==> src/design/adc_seq_defs.vh <==
`ifndef ADC_SEQ_DEFS_VH
`define ADC_SEQ_DEFS_VH

// Window modes
`define WMODE_DISABLED   3'h0
`define WMODE_ABOVE      3'h1
`define WMODE_BELOW      3'h2
`define WMODE_INSIDE     3'h3
`define WMODE_OUTSIDE    3'h4

// Result resolution select
`define RES_12BIT        2'h0
`define RES_10BIT        2'h2
`define RES_8BIT         2'h3

// Correction latency in system clock cycles
`define CORR_LATENCY     5'd13

// Status bit positions
`define STAT_RESULT_READY_FLAG      0
`define STAT_WINDOW_MATCH_FLAG      1

`endif

==> src/design/adc_sequencer_window_correction.v <==
`timescale 1ns/100ps
`include "adc_seq_defs.vh"

module adc_sequencer_window_correction #(
  parameter N_INPUTS = 32,
  parameter RES_W    = 12
) (
  input  wire             i_sys_clk,
  input  wire             i_rst_n,
  input  wire             i_start,
  input  wire             i_free_run,
  input  wire [31:0]      i_sequence_input_select,
  input  wire [4:0]       i_positive_input_select,
  input  wire [4:0]       i_negative_input_select,
  input  wire             i_differential,
  input  wire [1:0]       i_result_resolution_select,
  input  wire [2:0]       i_window_mode_field,
  input  wire [15:0]      i_window_lower_threshold,
  input  wire [15:0]      i_window_upper_threshold,
  input  wire             i_correction_enable_bit,
  input  wire [11:0]      i_offset_correction_value,
  input  wire [11:0]      i_gain_correction_value,
  input  wire [1:0]       i_flag_clear,
  input  wire [1:0]       i_int_enable,
  input  wire             i_core_done,
  input  wire [RES_W-1:0] i_core_data,
  output reg              o_core_start,
  output reg  [4:0]       o_core_pos_sel,
  output reg  [4:0]       o_core_neg_sel,
  output reg  [15:0]      o_result,
  output reg              o_sequence_busy_bit,
  output reg  [4:0]       o_sequence_current_input,
  output reg              o_result_ready_flag,
  output reg              o_window_match_flag,
  output wire             o_irq
);

  localparam ST_IDLE = 2'h0;
  localparam ST_CONV = 2'h1;
  localparam ST_CORR = 2'h2;

  reg  [1:0]  state;
  reg  [31:0] pending;
  reg         seq_mode;
  reg  [4:0]  cur_input;
  reg  [4:0]  lat_cnt;
  reg         lat_done;
  reg  [15:0] raw_hold;
  reg         win_hit;
  reg  [15:0] corr_val;

  // Lowest set bit of a mask
  function [4:0] lowest;
    input [31:0] m;
    integer k;
    begin
      lowest = 5'h00;
      for (k = 31; k >= 0; k = k - 1) begin
        if (m[k])
          lowest = k[4:0];
      end
    end
  endfunction

  // Sign-extend or zero-extend a resolution-width value to 18 bits
  function signed [17:0] norm;
    input [15:0] v;
    input [1:0]  res;
    input        diff;
    begin
      case (res)
        `RES_8BIT:  norm = diff ? {{10{v[7]}}, v[7:0]}  : {10'h000, v[7:0]};
        `RES_10BIT: norm = diff ? {{8{v[9]}}, v[9:0]}   : {8'h00, v[9:0]};
        default:    norm = diff ? {{6{v[11]}}, v[11:0]} : {6'h00, v[11:0]};
      endcase
    end
  endfunction

  // Data of this cycle's done, else the held copy
  wire        [15:0] raw_now   = i_core_done ? {{(16-RES_W){1'b0}}, i_core_data} : raw_hold;

  // Offset and gain correction, gain in 1.11 fixed point
  wire signed [13:0] diff_val  = $signed({2'b00, raw_now[11:0]})
                                 - $signed({2'b00, i_offset_correction_value});
  wire signed [27:0] prod      = diff_val * $signed({2'b00, i_gain_correction_value});
  wire signed [16:0] scaled    = prod[27:11];

  // Clamp a signed product to the 12-bit result range
  function [15:0] clamp12;
    input signed [16:0] v;
    begin
      if (v < 0)
        clamp12 = 16'h0000;
      else if (v > 17'sd4095)
        clamp12 = 16'h0fff;
      else
        clamp12 = v[15:0];
    end
  endfunction

  always @* begin
    if (!i_correction_enable_bit)
      corr_val = raw_now;
    else
      corr_val = clamp12(scaled);
  end

  wire signed [17:0] r_n  = norm(corr_val, i_result_resolution_select, i_differential);
  wire signed [17:0] lt_n = norm(i_window_lower_threshold, i_result_resolution_select,
                                 i_differential);
  wire signed [17:0] ut_n = norm(i_window_upper_threshold, i_result_resolution_select,
                                 i_differential);

  // Strict comparisons against both thresholds
  wire above_lt = r_n > lt_n;
  wire below_lt = r_n < lt_n;
  wire above_ut = r_n > ut_n;
  wire below_ut = r_n < ut_n;

  always @* begin
    case (i_window_mode_field)
      `WMODE_ABOVE:   win_hit = above_lt;
      `WMODE_BELOW:   win_hit = below_ut;
      `WMODE_INSIDE:  win_hit = above_lt && below_ut;
      `WMODE_OUTSIDE: win_hit = below_lt || above_ut;
      default:        win_hit = 1'b0;
    endcase
  end

  wire [31:0] rest     = pending & ~(32'h1 << cur_input);
  wire        more     = seq_mode && (|rest);
  wire        need_lat = i_correction_enable_bit && (!i_free_run || !lat_done);
  wire        finish   = (state == ST_CONV && i_core_done && !need_lat) ||
                         (state == ST_CORR && lat_cnt == 5'd1);

  reg  [1:0]  next_state;
  reg  [31:0] next_pending;
  reg         next_seq_mode;
  reg  [4:0]  next_cur_input;
  reg  [4:0]  next_lat_cnt;
  reg         next_lat_done;
  reg         next_core_start;
  reg  [4:0]  next_pos_sel;
  reg  [4:0]  next_neg_sel;
  reg  [15:0] next_result;
  reg         next_busy;
  reg  [4:0]  next_current_input;
  reg         next_ready_flag;
  reg         next_window_flag;

  // Sequencing decisions
  always @* begin
    next_state      = state;
    next_pending    = pending;
    next_seq_mode   = seq_mode;
    next_cur_input  = cur_input;
    next_lat_cnt    = lat_cnt;
    next_core_start = 1'b0;
    next_pos_sel    = o_core_pos_sel;
    next_neg_sel    = o_core_neg_sel;
    next_busy       = o_sequence_busy_bit;
    case (state)
      ST_IDLE: begin
        if (i_start) begin
          next_neg_sel    = i_negative_input_select;
          next_core_start = 1'b1;
          next_state      = ST_CONV;
          if (|i_sequence_input_select) begin
            next_seq_mode  = 1'b1;
            next_pending   = i_sequence_input_select;
            next_cur_input = lowest(i_sequence_input_select);
            next_pos_sel   = lowest(i_sequence_input_select);
            next_busy      = 1'b1;
          end else begin
            next_seq_mode  = 1'b0;
            next_cur_input = i_positive_input_select;
            next_pos_sel   = i_positive_input_select;
          end
        end
      end
      ST_CONV: begin
        if (i_core_done && need_lat) begin
          next_lat_cnt = `CORR_LATENCY;
          next_state   = ST_CORR;
        end
      end
      ST_CORR: begin
        next_lat_cnt = lat_cnt - 5'd1;
      end
      default: begin
        next_state = ST_IDLE;
      end
    endcase
    if (finish) begin
      if (more) begin
        next_pending    = rest;
        next_cur_input  = lowest(rest);
        next_pos_sel    = lowest(rest);
        next_core_start = 1'b1;
        next_state      = ST_CONV;
      end else if (i_free_run && !seq_mode) begin
        next_core_start = 1'b1;
        next_state      = ST_CONV;
      end else begin
        next_pending = 32'h0;
        next_busy    = 1'b0;
        next_state   = ST_IDLE;
      end
    end
  end

  // Free-run remembers that the latency was paid
  always @* begin
    next_lat_done = lat_done;
    if (finish)
      next_lat_done = i_free_run;
    if (state == ST_IDLE && !i_free_run)
      next_lat_done = 1'b0;
  end

  // Result and index captured on each finish
  always @* begin
    next_result        = o_result;
    next_current_input = o_sequence_current_input;
    if (finish) begin
      next_result        = corr_val;
      next_current_input = cur_input;
    end
  end

  // Flags: set wins over clear
  always @* begin
    next_ready_flag  = o_result_ready_flag;
    next_window_flag = o_window_match_flag;
    if (finish)
      next_ready_flag = 1'b1;
    else if (i_flag_clear[`STAT_RESULT_READY_FLAG])
      next_ready_flag = 1'b0;
    if (finish && win_hit)
      next_window_flag = 1'b1;
    else if (i_flag_clear[`STAT_WINDOW_MATCH_FLAG])
      next_window_flag = 1'b0;
  end

  // Raw data kept for the latency stage
  always @(posedge i_sys_clk or negedge i_rst_n) begin
    if (!i_rst_n)
      raw_hold <= 16'h0000;
    else if (i_core_done)
      raw_hold <= raw_now;
  end

  // Sequencer state
  always @(posedge i_sys_clk or negedge i_rst_n) begin
    if (!i_rst_n) begin
      state     <= ST_IDLE;
      pending   <= 32'h0;
      seq_mode  <= 1'b0;
      cur_input <= 5'h00;
      lat_cnt   <= 5'h00;
      lat_done  <= 1'b0;
    end else begin
      state     <= next_state;
      pending   <= next_pending;
      seq_mode  <= next_seq_mode;
      cur_input <= next_cur_input;
      lat_cnt   <= next_lat_cnt;
      lat_done  <= next_lat_done;
    end
  end

  always @(posedge i_sys_clk or negedge i_rst_n) begin
    if (!i_rst_n)
      o_core_start <= 1'b0;
    else
      o_core_start <= next_core_start;
  end

  always @(posedge i_sys_clk or negedge i_rst_n) begin
    if (!i_rst_n)
      o_core_pos_sel <= 5'h00;
    else
      o_core_pos_sel <= next_pos_sel;
  end

  always @(posedge i_sys_clk or negedge i_rst_n) begin
    if (!i_rst_n)
      o_core_neg_sel <= 5'h00;
    else
      o_core_neg_sel <= next_neg_sel;
  end

  always @(posedge i_sys_clk or negedge i_rst_n) begin
    if (!i_rst_n)
      o_result <= 16'h0000;
    else
      o_result <= next_result;
  end

  always @(posedge i_sys_clk or negedge i_rst_n) begin
    if (!i_rst_n)
      o_sequence_busy_bit <= 1'b0;
    else
      o_sequence_busy_bit <= next_busy;
  end

  always @(posedge i_sys_clk or negedge i_rst_n) begin
    if (!i_rst_n)
      o_sequence_current_input <= 5'h00;
    else
      o_sequence_current_input <= next_current_input;
  end

  always @(posedge i_sys_clk or negedge i_rst_n) begin
    if (!i_rst_n)
      o_result_ready_flag <= 1'b0;
    else
      o_result_ready_flag <= next_ready_flag;
  end

  always @(posedge i_sys_clk or negedge i_rst_n) begin
    if (!i_rst_n)
      o_window_match_flag <= 1'b0;
    else
      o_window_match_flag <= next_window_flag;
  end

  assign o_irq = (o_result_ready_flag & i_int_enable[`STAT_RESULT_READY_FLAG]) |
                 (o_window_match_flag & i_int_enable[`STAT_WINDOW_MATCH_FLAG]);

endmodule

==> config.mk <==
export PLATFORM = sky130hd
export DESIGN_NAME = adc_sequencer_window_correction
export DESIGN_NICKNAME = d
export VERILOG_FILES = /design/src/design/adc_sequencer_window_correction.v
export VERILOG_INCLUDE_DIRS = /design/src /design/src/design
export SDC_FILE = /design/constraint.sdc
export NUM_CORES = 1
export LEC_CHECK = 0
export ABC_AREA = 0
export BUFFER_PORTS_ARGS = -buffer_cell sky130_fd_sc_hd__buf_2
export CORE_MARGIN = 2
export CORE_UTILIZATION = 40
export CTS_CLUSTER_DIAMETER = 100
export DETAILED_ROUTE_END_ITERATION = 7
export PLACE_DENSITY_LB_ADDON = 0.12
export SLEW_MARGIN = 10
export SYNTH_ARGS = -nofsm -noshare
export SYNTH_HDL_FRONTEND = slang
export SYNTH_SLANG_ARGS = --single-unit
==> constraint.sdc <==
create_clock -name i_sys_clk -period 12 [get_ports i_sys_clk]
set_clock_uncertainty 0.1 [all_clocks]
set_input_delay 1.8 -clock i_sys_clk [delete_from_list [all_inputs] [get_ports i_sys_clk]]
set_output_delay 1.8 -clock i_sys_clk [all_outputs]
set_load 0.01 [all_outputs]
==> metrics.txt <==
# TYPE chip_impl_metric gauge
chip_impl_metric{name="globalRoute.totalOverflow",unit=""} 0
chip_impl_metric{name="yosysWarnings",unit=""} 0
chip_impl_metric{name="design.core.area",unit="sq mm"} 0.0325
chip_impl_metric{name="r2r.worst_path.cells",unit=""} 41
chip_impl_metric{name="floorplan.io_pins",unit=""} 162
chip_impl_info{name="hold_path_class",value="register to register"} 1
chip_impl_metric{name="drt-total-wl",unit="um"} 36000
chip_impl_metric{name="drt_first_pass_iters",unit=""} 6
chip_impl_metric{name="slowest_delay",unit="ps"} 670
chip_impl_metric{name="area_growth_syn_to_layout",unit="%"} 14.2
chip_impl_info{name="hp-start",value="o_sequence_current_input[2]$_DFFE_PN0N_"} 1
chip_impl_metric{name="finish.instance_area",unit="sq mm"} 0.0150
chip_impl_info{name="rr_endpoint",value="o_window_match_flag$_DFFE_PN0P_"} 1
chip_impl_metric{name="worstMarginPinSlew",unit="ps"} 1300
chip_impl_metric{name="post-route-period-util",unit="%"} 95.0
chip_impl_metric{name="drv_slew",unit=""} 0
chip_impl_metric{name="timing.critical_path.fanout_max",unit=""} 16
chip_impl_metric{name="critPathRequiredTime",unit="ps"} 12170
chip_impl_metric{name="arrival",unit="ps"} 11570
chip_impl_metric{name="drt_iter0_markers",unit=""} 676
chip_impl_metric{name="place_inst",unit=""} 2124
chip_impl_metric{name="register_clock_pin_slew_on_the_reported_worst_setup_and_hold_paths",unit="ps"} 80
chip_impl_info{name="synth-main-ff-cell",value="sky130_fd_sc_hd__dfrtp_1"} 1
chip_impl_metric{name="syn_avg_cell_area",unit="sq um"} 8.65
chip_impl_metric{name="numClockSinks",unit=""} 97
chip_impl_metric{name="finalCriticalPeriod",unit="ps"} 11400
chip_impl_metric{name="fin_worst_hold_slack",unit="ps"} 369
chip_impl_metric{name="worst_hold_path_cells",unit=""} 2
chip_impl_metric{name="port_buffers",unit=""} 153
chip_impl_metric{name="drive_above_1_share",unit="%"} 18.6
chip_impl_metric{name="starting_density",unit="%"} 40.6
chip_impl_metric{name="slew_headroom",unit="%"} 12.7
chip_impl_info{name="crit_type",value="input port to register"} 1
chip_impl_metric{name="final_core_area_utilization",unit="%"} 46.3
chip_impl_metric{name="via_count",unit=""} 11200
chip_impl_metric{name="synth-async-reset-ratio",unit="%"} 100
chip_impl_metric{name="count_of_unique_library_cells_instantiated_by_yosys",unit=""} 85
chip_impl_info{name="cp-end-kind",value="register"} 1
chip_impl_metric{name="synth_edf_count",unit=""} 0
chip_impl_metric{name="first_global_vias",unit=""} 11200
chip_impl_metric{name="post_synth_inst_count",unit=""} 1521
chip_impl_metric{name="maxClockFrequency",unit="MHz"} 87.7
chip_impl_metric{name="finalNetCount",unit=""} 2065
chip_impl_metric{name="synth_fp_nets",unit=""} 1893
chip_impl_metric{name="synth_seq_area_share",unit="%"} 18.4
chip_impl_metric{name="clock_tree.htree_level_count",unit=""} 3
chip_impl_info{name="most-common-layout-cells",value="sky130_fd_sc_hd__inv_1 (271), sky130_fd_sc_hd__nand2_1 (165), sky130_fd_sc_hd__buf_2 (152), sky130_fd_sc_hd__fa_1 (147), sky130_fd_sc_hd__ha_1 (98)"} 1
chip_impl_metric{name="rows",unit=""} 66
chip_impl_info{name="hold-path-endpoint",value="o_sequence_current_input[2]$_DFFE_PN0N_"} 1
chip_impl_metric{name="synth.ff_latch_count",unit=""} 97
chip_impl_metric{name="first_pass_grt_wire_length",unit="um"} 58900
chip_impl_metric{name="final-seq-area",unit="sq mm"} 0.00243
chip_impl_metric{name="clock_insertion_delay_worst_skew",unit="ps"} 360
chip_impl_info{name="start_kind",value="input port"} 1
chip_impl_metric{name="dp_hpwl",unit="um"} 29100
chip_impl_metric{name="postRouteAntennaNets",unit=""} 0
chip_impl_metric{name="die_h",unit="um"} 185
chip_impl_metric{name="clock_tree.buffer_depth",unit=""} 2
chip_impl_metric{name="multi_input_comb_area",unit="sq mm"} 0.00944
chip_impl_metric{name="viasPerCell",unit=""} 5.21
chip_impl_metric{name="die_w",unit="um"} 185
chip_impl_metric{name="num-fill-cells",unit=""} 3286
chip_impl_info{name="rr_startpoint",value="raw_hold[0]$_DFFE_PN0P_"} 1
chip_impl_info{name="status",value="complete, no violations"} 1
chip_impl_metric{name="setup_violations",unit=""} 0
chip_impl_metric{name="insertedDiodeCount",unit=""} 0
chip_impl_metric{name="placedInstanceArea",unit="sq mm"} 0.0147
chip_impl_metric{name="cts_made_buffers",unit=""} 9
chip_impl_metric{name="track_usage",unit="%"} 21.7
chip_impl_metric{name="synth_area",unit="sq mm"} 0.0132
chip_impl_info{name="rsz0062_at_grt",value="false"} 1
chip_impl_info{name="layout.cells.most_common",value="sky130_fd_sc_hd__inv_1"} 1
chip_impl_metric{name="grt_max_degree",unit=""} 71
chip_impl_metric{name="r2r_setup_slack",unit="ps"} 1950
chip_impl_info{name="cell_with_the_largest_stage_delay_on_the_worst_path",value="sky130_fd_sc_hd__fa_2"} 1
chip_impl_metric{name="final-hold-violation-count",unit=""} 0
chip_impl_info{name="cts_tree",value="done"} 1
chip_impl_metric{name="final_cells",unit=""} 2140
chip_impl_info{name="most_frequent_cell_on_the_critical_path",value="sky130_fd_sc_hd__buf_4"} 1
chip_impl_metric{name="antenna_found_initial",unit=""} 0
chip_impl_metric{name="detail_route.drc_violations",unit=""} 0
chip_impl_info{name="clk_root_buffer_cell",value="sky130_fd_sc_hd__clkbuf_16"} 1
chip_impl_metric{name="die-area",unit="sq mm"} 0.0344
chip_impl_metric{name="maxCapViolCount",unit=""} 0
chip_impl_metric{name="gpl.final_weighted_congestion",unit=""} 0.869
chip_impl_metric{name="wl_per_cell",unit="um"} 16.8
layout make-up:
type                    count  share of cell area [%]
clock buffers               9                    1.50
clock inverters             7                   0.416
inverters                 273                    6.82
multi-input cells        1088                    62.8
flip-flops and latches     97                    16.1
well taps                 442                    3.68
repair buffers            224                    8.66
stage by stage:
stage                     setup TNS (ps)  worst slack, ps
final                                  0              602
after global routing                   0             19.3
after CTS                              0              184
after detailed placement            -143             -143
after global placement             -33.9            -33.9
after floorplan                        0              137
critical path, delay by kind of cell:
family | cells | cell delay (ps)
AO/OA/AOI/OAI | 18 | 3630
adder cells (fa/ha/maj) | 8 | 3450
buffers and inverters | 9 | 1410
AND/OR/NAND/NOR | 4 | 850
multiplexers | 1 | 390
worst max-delay path by stage:
stage / slack [ps] / startpoint / to
after floorplan: 140 / i_core_done / o_window_match_flag$_DFFE_PN0P_
after global placement: -30 / i_core_done / o_window_match_flag$_DFFE_PN0P_
after detailed placement: -140 / i_core_done / o_window_match_flag$_DFFE_PN0P_
after CTS: 180 / i_core_done / o_window_match_flag$_DFFE_PN0P_
after global routing: 20 / i_core_done / o_window_match_flag$_DFFE_PN0P_
final: 600 / i_core_done / o_window_match_flag$_DFFE_PN0P_
Yosys cell counts, drive strengths merged (13+ instances only):
master	n	share of area (%)
clkbuf	46	1.3
xnor2	15	1.0
nor2b	30	1.4
o21ai	76	3.0
buf	17	0.95
nand2	166	4.9
nand3	16	0.61
inv	273	7.8
a211oi	13	0.93
ha	98	9.3
nor3	20	0.85
nor2	79	2.3
dfrtp	97	18
a21o	19	1.1
o22ai	15	0.71
and3	15	0.71
mux2i	20	1.5
nand2b	14	0.67
a22o	20	1.3
mux2	43	3.7
and2	66	3.1
a21oi	61	2.4
fa	148	23
o21a	14	0.80
cell families after synthesis:
| family | count (synthesis) | share of synthesized area (%) |
|---|---|---|
| AOI/OAI and AO/OA | 297 | 15.5 |
| buffers and inverters | 336 | 10.0 |
| muxes | 63 | 5.20 |
| xor gates and xnor gates | 25 | 1.66 |
| and+or+nand+nor | 457 | 17.4 |
| adders and majority gates | 246 | 31.8 |
| DFF | 97 | 18.4 |
sequential cells by signal, indices dropped and copies added, names as in the netlist:
name	flops
pending	32
o_result	16
raw_hold	16
cur_input	5
lat_cnt	5
o_core_neg_sel	5
o_core_pos_sel	5
o_sequence_current_input	5
state	2
lat_done	1
o_core_start	1
o_result_ready_flag	1
o_sequence_busy_bit	1
o_window_match_flag	1
seq_mode	1
routing by layer:
metal  track usage [%]  share of wire, %  up-vias  wire, um
li1                  -                 -     5345         -
met3              3.36               5.2       26      1870
met2              34.1                45      279     16100
met5                 0                 0        -         0
met4              2.57              0.84        0       302
met1              32.4                49     5503     17700
what timing repair did:
item,4_1_cts,5_1_grt
setup endpoints to repair,0,1
setup buffers,0,0
resized for setup,0,14
hold buffers,0,0
Power is left out: the tool's default activity adds up to more than one toggle a clock period on the data nets, which glitch-free logic cannot reach.
